[src/pkg/tw_pkg.sv]
// Constants and types shared by the timer waveform and compare-output block
package tw_pkg;
  // Bus and counter widths, channel count
  localparam int ADDR_W = 8;
  localparam int DATA_W = 32;
  localparam int CNT_W = 8;
  localparam int NUM_CH = 2;
  // Register byte offsets
  localparam logic [ADDR_W-1:0] CTRL_A_OFS = 8'hB0;
  localparam logic [ADDR_W-1:0] CTRL_B_OFS = 8'hB4;
  localparam logic [ADDR_W-1:0] COUNT_OFS = 8'hB8;
  localparam logic [ADDR_W-1:0] CMP_A_OFS = 8'hBC;
  localparam logic [ADDR_W-1:0] CMP_B_OFS = 8'hC0;
  localparam logic [ADDR_W-1:0] STATUS_OFS = 8'hC4;
  localparam logic [ADDR_W-1:0] PIN_CTRL_OFS = 8'hC8;
  // Reset values
  localparam logic [CNT_W-1:0] REG_RESET = 8'h00;
  localparam logic [3:0] PIN_RESET = 4'h0;
  // Control A layout: action A 7:6, action B 5:4, mode low 1:0
  localparam int ACT_A_LSB = 6;
  localparam int ACT_B_LSB = 4;
  localparam int WM_LO_LSB = 0;
  localparam logic [CNT_W-1:0] CTRL_A_WMASK = 8'hF3;
  // Control B layout: mode high bit, run bit
  localparam int WM_HI_BIT = 3;
  localparam int RUN_BIT = 0;
  localparam logic [CNT_W-1:0] CTRL_B_WMASK = 8'h09;
  // Status layout: write one to clear
  localparam int OVF_BIT = 0;
  localparam int MATCH_A_BIT = 1;
  localparam int MATCH_B_BIT = 2;
  // Pin control layout: direction A/B, port value A/B
  localparam int DIR_LSB = 0;
  localparam int PORT_LSB = 2;
  // Count limits and step
  localparam logic [CNT_W-1:0] CNT_MAX = 8'hFF;
  localparam logic [CNT_W-1:0] CNT_BOTTOM = 8'h00;
  localparam logic [CNT_W-1:0] CNT_ONE = 8'h01;
  // Waveform mode codes
  localparam logic [2:0] WM_NORMAL = 3'h0;
  localparam logic [2:0] WM_PHASE_MAX = 3'h1;
  localparam logic [2:0] WM_CTC = 3'h2;
  localparam logic [2:0] WM_FAST_MAX = 3'h3;
  localparam logic [2:0] WM_PHASE_CMP = 3'h5;
  localparam logic [2:0] WM_FAST_CMP = 3'h7;
  // Output action codes
  localparam logic [1:0] ACT_OFF = 2'h0;
  localparam logic [1:0] ACT_TOGGLE = 2'h1;
  // Counting behaviour classes
  typedef enum logic [1:0] {TW_NORMAL, TW_CTC, TW_FAST, TW_PHASE} tw_mode_type;
endpackage : tw_pkg

[src/tw_timer.sv]
// 8-bit timer waveform generator with two compare-output channels on Avalon-MM
`timescale 1ns/1ns
`default_nettype none
module tw_timer (
  // Clock and reset
  input wire logic sys_clk,
  input wire logic rst_b,
  // Avalon-MM slave
  input wire logic [tw_pkg::ADDR_W-1:0] avs_address,
  input wire logic avs_read,
  input wire logic avs_write,
  input wire logic [tw_pkg::DATA_W-1:0] avs_writedata,
  output logic [tw_pkg::DATA_W-1:0] avs_readdata,
  output logic avs_waitrequest,
  // Compare output pins
  output logic compare_out_a,
  output logic compare_out_a_oe,
  output logic compare_out_b,
  output logic compare_out_b_oe
);
  import tw_pkg::*;

  // Register state
  logic [CNT_W-1:0] ctrl_a_reg, ctrl_a_next;
  logic [CNT_W-1:0] ctrl_b_reg, ctrl_b_next;
  logic [CNT_W-1:0] cnt_reg, cnt_next;
  logic [CNT_W-1:0] cmp_buf_reg [NUM_CH];
  logic [CNT_W-1:0] cmp_buf_next [NUM_CH];
  logic [CNT_W-1:0] cmp_act_reg [NUM_CH];
  logic [CNT_W-1:0] cmp_act_next [NUM_CH];
  logic [2:0] status_reg, status_next;
  logic [3:0] pin_ctrl_reg, pin_ctrl_next;
  logic up_reg, up_next;
  logic block_reg, block_next;
  logic ack_reg, ack_next;
  logic [DATA_W-1:0] rdata_reg, rdata_next;
  logic [NUM_CH-1:0] oc_reg, oc_next;
  logic [NUM_CH-1:0] pin_reg, pin_next;
  logic [NUM_CH-1:0] oe_reg, oe_next;

  // Decoded mode and events
  logic [2:0] wm;
  tw_mode_type mode;
  logic mode_reserved;
  logic top_is_cmp;
  logic [CNT_W-1:0] top;
  logic run;
  logic at_top;
  logic at_bottom;
  logic ovf_evt;
  logic cmp_load;
  logic [NUM_CH-1:0] match;
  // Per-channel output action fields
  logic [1:0] act [NUM_CH];
  logic wr_acc;
  logic cnt_wr;

  // Bus handshake: one wait cycle per access, taken on the second edge
  assign avs_waitrequest = (avs_read | avs_write) & ~ack_reg;
  assign wr_acc = avs_write & ack_reg;
  assign avs_readdata = rdata_reg;
  assign cnt_wr = wr_acc && (avs_address == COUNT_OFS);

  // Mode decode; reserved codes count as normal
  always_comb begin
    wm = {ctrl_b_reg[WM_HI_BIT], ctrl_a_reg[WM_LO_LSB +: 2]};
    mode = TW_NORMAL;
    top_is_cmp = 1'b0;
    mode_reserved = 1'b0;
    case (wm)
      WM_NORMAL: mode = TW_NORMAL;
      WM_PHASE_MAX: mode = TW_PHASE;
      WM_CTC: begin
        mode = TW_CTC;
        top_is_cmp = 1'b1;
      end
      WM_FAST_MAX: mode = TW_FAST;
      WM_PHASE_CMP: begin
        mode = TW_PHASE;
        top_is_cmp = 1'b1;
      end
      WM_FAST_CMP: begin
        mode = TW_FAST;
        top_is_cmp = 1'b1;
      end
      default: mode_reserved = 1'b1;
    endcase
  end

  // Top, bottom, match and overflow events
  always_comb begin
    run = ctrl_b_reg[RUN_BIT];
    top = top_is_cmp ? cmp_act_reg[0] : CNT_MAX;
    at_top = run && (cnt_reg == top);
    at_bottom = run && (cnt_reg == CNT_BOTTOM);
    act[0] = ctrl_a_reg[ACT_A_LSB +: 2];
    act[1] = ctrl_a_reg[ACT_B_LSB +: 2];
    for (int i = 0; i < NUM_CH; i++) begin
      // A counter write suppresses the match on the next count
      match[i] = run && !block_reg && (cnt_reg == cmp_act_reg[i]);
    end
    ovf_evt = 1'b0;
    case (wm)
      WM_PHASE_MAX, WM_PHASE_CMP: ovf_evt = at_bottom && !up_reg;
      WM_FAST_CMP: ovf_evt = at_top;
      default: ovf_evt = run && (cnt_reg == CNT_MAX);
    endcase
    // Buffered compare values load at top in phase mode, at the wrap in fast
    cmp_load = (mode == TW_PHASE || mode == TW_FAST) ? at_top : 1'b1;
  end

  // Counter and direction
  always_comb begin
    cnt_next = cnt_reg;
    up_next = up_reg;
    block_next = cnt_wr;
    if (cnt_wr) begin
      cnt_next = avs_writedata[CNT_W-1:0];
    end else if (run) begin
      if (mode == TW_PHASE) begin
        if (up_reg) begin
          if (cnt_reg >= top) begin
            up_next = 1'b0;
            cnt_next = (cnt_reg == CNT_BOTTOM) ? cnt_reg : cnt_reg - CNT_ONE;
          end else begin
            cnt_next = cnt_reg + CNT_ONE;
          end
        end else if (cnt_reg == CNT_BOTTOM) begin
          up_next = 1'b1;
          cnt_next = (top == CNT_BOTTOM) ? cnt_reg : cnt_reg + CNT_ONE;
        end else begin
          cnt_next = cnt_reg - CNT_ONE;
        end
      end else begin
        up_next = 1'b1;
        // Wrap from top to bottom; normal and reserved modes wrap at max
        cnt_next = at_top ? CNT_BOTTOM : cnt_reg + CNT_ONE;
      end
    end
  end

  // Direction resets up so phase mode starts climbing from bottom
  always_ff @(posedge sys_clk) begin
    if (!rst_b) begin
      cnt_reg <= REG_RESET;
      up_reg <= 1'b1;
      block_reg <= 1'b0;
    end else begin
      cnt_reg <= cnt_next;
      up_reg <= up_next;
      block_reg <= block_next;
    end
  end

  // Bus handshake: one wait state per access, then the answer
  always_comb begin
    ack_next = (avs_read | avs_write) & ~ack_reg;
  end

  // Acknowledge drops after each answer so back-to-back requests wait again
  always_ff @(posedge sys_clk) begin
    if (!rst_b) begin
      ack_reg <= 1'b0;
    end else begin
      ack_reg <= ack_next;
    end
  end

  // Control and pin control writes; reserved bits are masked at the write
  always_comb begin
    ctrl_a_next = ctrl_a_reg;
    ctrl_b_next = ctrl_b_reg;
    pin_ctrl_next = pin_ctrl_reg;
    if (wr_acc) begin
      if (avs_address == CTRL_A_OFS) begin
        ctrl_a_next = avs_writedata[CNT_W-1:0] & CTRL_A_WMASK;
      end else if (avs_address == CTRL_B_OFS) begin
        ctrl_b_next = avs_writedata[CNT_W-1:0] & CTRL_B_WMASK;
      end else if (avs_address == PIN_CTRL_OFS) begin
        pin_ctrl_next = avs_writedata[3:0];
      end
    end
  end

  // Mode bits change only while the bus writes them
  always_ff @(posedge sys_clk) begin
    if (!rst_b) begin
      ctrl_a_reg <= REG_RESET;
      ctrl_b_reg <= REG_RESET;
      pin_ctrl_reg <= PIN_RESET;
    end else begin
      ctrl_a_reg <= ctrl_a_next;
      ctrl_b_reg <= ctrl_b_next;
      pin_ctrl_reg <= pin_ctrl_next;
    end
  end

  // Compare buffers; the active copies follow at the load point
  always_comb begin
    for (int i = 0; i < NUM_CH; i++) begin
      cmp_buf_next[i] = cmp_buf_reg[i];
      cmp_act_next[i] = cmp_load ? cmp_buf_reg[i] : cmp_act_reg[i];
    end
    if (wr_acc) begin
      if (avs_address == CMP_A_OFS) begin
        cmp_buf_next[0] = avs_writedata[CNT_W-1:0];
      end else if (avs_address == CMP_B_OFS) begin
        cmp_buf_next[1] = avs_writedata[CNT_W-1:0];
      end
    end
    // In non-PWM modes a compare write is live at once
    if (!(mode == TW_PHASE || mode == TW_FAST)) begin
      for (int i = 0; i < NUM_CH; i++) begin
        cmp_act_next[i] = cmp_buf_next[i];
      end
    end
  end

  // Writes in PWM modes wait here, so a period never sees a torn compare
  always_ff @(posedge sys_clk) begin
    if (!rst_b) begin
      for (int i = 0; i < NUM_CH; i++) begin
        cmp_buf_reg[i] <= REG_RESET;
        cmp_act_reg[i] <= REG_RESET;
      end
    end else begin
      for (int i = 0; i < NUM_CH; i++) begin
        cmp_buf_reg[i] <= cmp_buf_next[i];
        cmp_act_reg[i] <= cmp_act_next[i];
      end
    end
  end

  // Status flags, write one to clear
  always_comb begin
    status_next = status_reg;
    if (wr_acc && (avs_address == STATUS_OFS)) begin
      status_next = status_reg & ~avs_writedata[2:0];
    end
    // Hardware sets after software clears, so a same-cycle event survives
    if (ovf_evt) status_next[OVF_BIT] = 1'b1;
    if (match[0]) status_next[MATCH_A_BIT] = 1'b1;
    if (match[1]) status_next[MATCH_B_BIT] = 1'b1;
  end

  // Flags clear only on reset or by software
  always_ff @(posedge sys_clk) begin
    if (!rst_b) begin
      status_reg <= '0;
    end else begin
      status_reg <= status_next;
    end
  end

  // Read mux; registered so read data come from a flip-flop
  always_comb begin
    rdata_next = '0;
    if (avs_address == CTRL_A_OFS) begin
      rdata_next[CNT_W-1:0] = ctrl_a_reg;
    end else if (avs_address == CTRL_B_OFS) begin
      rdata_next[CNT_W-1:0] = ctrl_b_reg;
    end else if (avs_address == COUNT_OFS) begin
      rdata_next[CNT_W-1:0] = cnt_reg;
    end else if (avs_address == CMP_A_OFS) begin
      rdata_next[CNT_W-1:0] = cmp_buf_reg[0];
    end else if (avs_address == CMP_B_OFS) begin
      rdata_next[CNT_W-1:0] = cmp_buf_reg[1];
    end else if (avs_address == STATUS_OFS) begin
      rdata_next[2:0] = status_reg;
    end else if (avs_address == PIN_CTRL_OFS) begin
      rdata_next[3:0] = pin_ctrl_reg;
    end
  end

  // Sampled one cycle ahead, so the answer stands at the acknowledging edge
  always_ff @(posedge sys_clk) begin
    if (!rst_b) begin
      rdata_reg <= '0;
    end else begin
      rdata_reg <= rdata_next;
    end
  end

  // Per-channel waveform unit; channel 0 is A, channel 1 is B
  for (genvar ch = 0; ch < NUM_CH; ch++) begin : g_ch
    logic connected;
    logic cmp_is_top;
    // Action 01 in PWM is live only for A with the mode high bit set
    always_comb begin
      connected = (act[ch] != ACT_OFF) && !mode_reserved;
      if ((mode == TW_FAST || mode == TW_PHASE) && act[ch] == ACT_TOGGLE) begin
        connected = (ch == 0) && ctrl_b_reg[WM_HI_BIT];
      end
    end

    // Waveform state of the channel
    always_comb begin
      cmp_is_top = (cmp_act_reg[ch] == top);
      oc_next[ch] = oc_reg[ch];
      if (connected) begin
        if (act[ch] == ACT_TOGGLE) begin
          if (match[ch]) oc_next[ch] = ~oc_reg[ch];
        end else if (mode == TW_FAST) begin
          // Match clears (10) or sets (11); the wrap does the opposite
          if (match[ch] && !cmp_is_top) oc_next[ch] = act[ch][0];
          if (at_top) oc_next[ch] = ~act[ch][0];
        end else if (mode == TW_PHASE) begin
          if (cmp_is_top) begin
            if (at_top) oc_next[ch] = act[ch][0];
          end else if (match[ch]) begin
            oc_next[ch] = up_reg ? act[ch][0] : ~act[ch][0];
          end
        end else if (match[ch]) begin
          oc_next[ch] = act[ch][0];
        end
      end
    end

    // Waveform keeps its level while disconnected, ready for reconnection
    always_ff @(posedge sys_clk) begin
      if (!rst_b) begin
        oc_reg[ch] <= 1'b0;
      end else begin
        oc_reg[ch] <= oc_next[ch];
      end
    end

    // Port value stands in while the channel is disconnected
    always_comb begin
      pin_next[ch] = connected ? oc_next[ch] : pin_ctrl_reg[PORT_LSB + ch];
      oe_next[ch] = pin_ctrl_reg[DIR_LSB + ch];
    end

    // Pins and enables reset low so nothing drives before software asks
    always_ff @(posedge sys_clk) begin
      if (!rst_b) begin
        pin_reg[ch] <= 1'b0;
        oe_reg[ch] <= 1'b0;
      end else begin
        pin_reg[ch] <= pin_next[ch];
        oe_reg[ch] <= oe_next[ch];
      end
    end
  end

  // Pin outputs come straight from flip-flops
  assign compare_out_a = pin_reg[0];
  assign compare_out_a_oe = oe_reg[0];
  assign compare_out_b = pin_reg[1];
  assign compare_out_b_oe = oe_reg[1];
endmodule // tw_timer
`default_nettype wire

[config.mk]
export PLATFORM = sky130hd
export DESIGN_NAME = tw_timer
export DESIGN_NICKNAME = d
export VERILOG_FILES = /design/src/pkg/tw_pkg.sv /design/src/tw_timer.sv
export SDC_FILE = /design/constraint.sdc
export NUM_CORES = 1
export LEC_CHECK = 0
export BUFFER_PORTS_ARGS = -buffer_cell sky130_fd_sc_hd__buf_2
export CAP_MARGIN = 5
export CELL_PAD_IN_SITES_DETAIL_PLACEMENT = 1
export CELL_PAD_IN_SITES_GLOBAL_PLACEMENT = 1
export CORE_UTILIZATION = 30
export CTS_CLUSTER_SIZE = 24
export DETAILED_ROUTE_END_ITERATION = 8
export HOLD_SLACK_MARGIN = 0.1
export PLACE_DENSITY_LB_ADDON = 0.1
export SLEW_MARGIN = 20
export SYNTH_ARGS = -nofsm -noshare
export SYNTH_HDL_FRONTEND = slang
export SYNTH_SLANG_ARGS = --single-unit
export TNS_END_PERCENT = 20
[constraint.sdc]
create_clock -name sys_clk -period 4.4 [get_ports sys_clk]
set_input_delay 0.44 -clock sys_clk [delete_from_list [all_inputs] [get_ports sys_clk]]
set_output_delay 0.44 -clock sys_clk [all_outputs]
set_load 0.005 [all_outputs]
==> flow_summary.ini <==
[status]
status = complete, no violations

[floorplan]
fp.dieH_um = 128
initial_core_util_pct = 31.0
die_area_um2 = 16300
num_io_pins = 81
die_x_um = 128
num_rows = 45
core_um2 = 15300

[timing]
rsz0062_at_grt = no
slew_viol_final = 0
hold_violations = 0
skew_ns = 0.0111
finalCritPeriodShare_pct = 89.2
fin_crit_ns = 3.93
setup_viol = 0
worstMarginPinSlew_ns = 0.981
max_freq_mhz = 255
final.setup.tns_ns = 0
slew_headroom_pct = 34.4

[pwr]
powerDensity_nw_per_um2 = 272
ir_drop_v = 0.000194
power_mw = 1.44
p_leak_nw = 2.19

[routing]
first_iter_violations = 249
vias = 4423
first_pass_iters = 5
drt-total-wl_um = 16700
via_per_inst = 5.37
drc = 0
final_antenna_net_count = 0
routedWlPerCell_um = 20.3

[global_route]
antenna_found_initial = 0
busiest_layer = met2
grtUsageMet1_pct = 30.0
met2_usage_pct = 34.5
grt_util_met3_pct = 2.46
grt_usage_pct = 21.7
first_global_vias = 4494
grt_max_degree = 42
gr-total-overflow = 0
grt_pass1_wl_um = 26400

[worst_setup_path]
cp-start-kind = flop
cp_slowest_cell = dfxtp_1
cp-end-kind = flop
timing.rr.end = cnt_reg[5]
r2r-start = ctrl_a_reg[1]
cp-startpoint = ctrl_a_reg[1]
arrival_ns = 4.15
critPathCapture = cnt_reg[5]
cp_common_cell = a21o_1
cpPeakStageDelay_ns = 0.60
critical_path.max_fanout = 12
cp_cell_sequence = nor3b_1 -> nor2_1 -> nor2_1 -> ha_1 -> a21o_1 -> a21o_1 -> a211oi_1 -> a41oi_4 -> a211oi_2 -> a2bb2oi_1 -> a21o_1 -> a221o_1
critPathKind = flop to flop
rr_worst_depth = 12
r2r_setup_slack_ns = 0.47
crit_required_ns = 4.63

[final_layout]
drive_above_1_share_pct = 14.1
layout.nets = 661
diodes = 0
nFillCells = 1899
area_growth_pct = 11.5

[synth]
synth_xor_area_share_pct = 4.24
syn_avg_cell_area_um2 = 8.00
ys.flop_type = dfxtp_1
synth_area_um2 = 4750
synth-seq-cells = 72
synthAdderAreaFrac_pct = 2.63
yosys_warnings = 0
synth_largest_area_cell = dfxtp_1
async_reset_ff_share_pct = 0
yosysSeqAreaShare_pct = 30.3
synth-edff-count = 0
synth_mux_area_share_pct = 7.35
synthTopCellsByArea = dfxtp_1 (30%), nor2_1 (6.2%), nand2_1 (4.9%)
synth_top_family_by_area = simple AND/OR/NAND/NOR gates
synth_commonest_cells = nor2_1 (78), dfxtp_1 (72), nand2_1 (62)
synth-compound-area-share_pct = 21.0
yosysMostFrequentCell = nor2_1
yosys.area.top_type_share_pct = 30.3
postSynthCellCount = 594
yosysUniqueCellTypes = 76
synthSimpleGateAreaFrac_pct = 25.8

[clock_network]
path_clk_slew_ns = 0.07
cts.path.max_buffers = 2
cts_tree = built
hold_buffers = 0
clk_latency_ns = 0.35
cts_setup_buffers = 0
htree_levels = 3
post_cts_resized = 0
tritoncts.num_buffers = 9
cts_root_buf = clkbuf_16
clkSinkCount = 72

[placed_design]
io_buffers = 32
globalplace.congestion = 0.796
dpl.hpwl_um = 12400

[job]
maxCapViolCount = 0

[min_path]
min_path_type = input port to flop
## critical path, delay by kind of cell, from the launching register on
| kind | cells | cell delay [ns] |
|---|---|---|
| simple gates | 3 | 0.81 |
| compound gates | 8 | 2.13 |
| fa+ha+maj | 1 | 0.26 |
| flops | 1 | 0.60 |
## worst min-delay path by stage
stage | startpoint | to | depth (start not counted)
after detailed placement | ack_reg | ack_reg | 1
final | avs_read | ack_reg | 3
after global routing | avs_read | ack_reg | 3
after global placement | ack_reg | ack_reg | 1
after CTS | avs_read | ack_reg | 3
after floorplan | pin_ctrl_reg[2] | compare_out_a | 2
## per-layer routing
layer / vias to the layer above / part of all wire, % / routed length (um)
met4: 0 / 2.2 / 373
li1: 2126 / - / -
met5: - / 0 / 0
met2: 106 / 46 / 7620
met1: 2168 / 49 / 8170
met3: 23 / 3.4 / 574
## cell usage in the layout, fill, tap and decap left out, types with 18 or more instances in the layout
cell / synthesis / layout
a21oi_1: 21 / 21
and2_1: 19 / 19
buf_2: 8 / 32
conb_1: 1 / 24
dfxtp_1: 72 / 72
mux2i_1: 21 / 21
nand2_1: 62 / 62
nor2_1: 78 / 78
o21ai_0: 18 / 18
## final cells by class
class                      instances  area [um^2]  share of cell area [%]
multi-input combinational        465         2990                    56.4
clock buffer                       9          225                    4.25
tap                              211          264                    4.98
timing repair buffer              47          273                    5.15
sequential                        72         1440                    27.2
inverter                          12         45.0                   0.850
clock inverter                     7         60.1                    1.13
## stage by stage
step	instances	hold slack, ns	setup slack, ns	cell area, um^2	util, %
after floorplan	617	0.435	1.23	4840	-
after global placement	807	0.481	0.612	5010	32.7
after detailed placement	807	0.479	0.517	5010	32.7
after CTS	823	0.359	0.477	5300	34.6
after global routing	823	0.386	0.197	5300	34.6
final	823	0.358	0.474	5300	34.6
## cells by family (layout without fill, tap and decap cells)
logic type,count (synthesis),count (layout)
and+or+nand+nor,244,244
buffers and inverters,80,75
adders and majority gates,10,10
AOI/OAI and AO/OA,131,131
DFF,72,72
xor gates and xnor gates,23,23
muxes,33,33
other,1,24
## power breakdown
group	switching (mW)	leakage, nW	internal [mW]
Combinational	0.0410	1.48	0.0140
Clock	0.338	0.131	0.392
Sequential	0.00228	0.580	0.653
No activity file was read; power rests on OpenSTA's default activity.
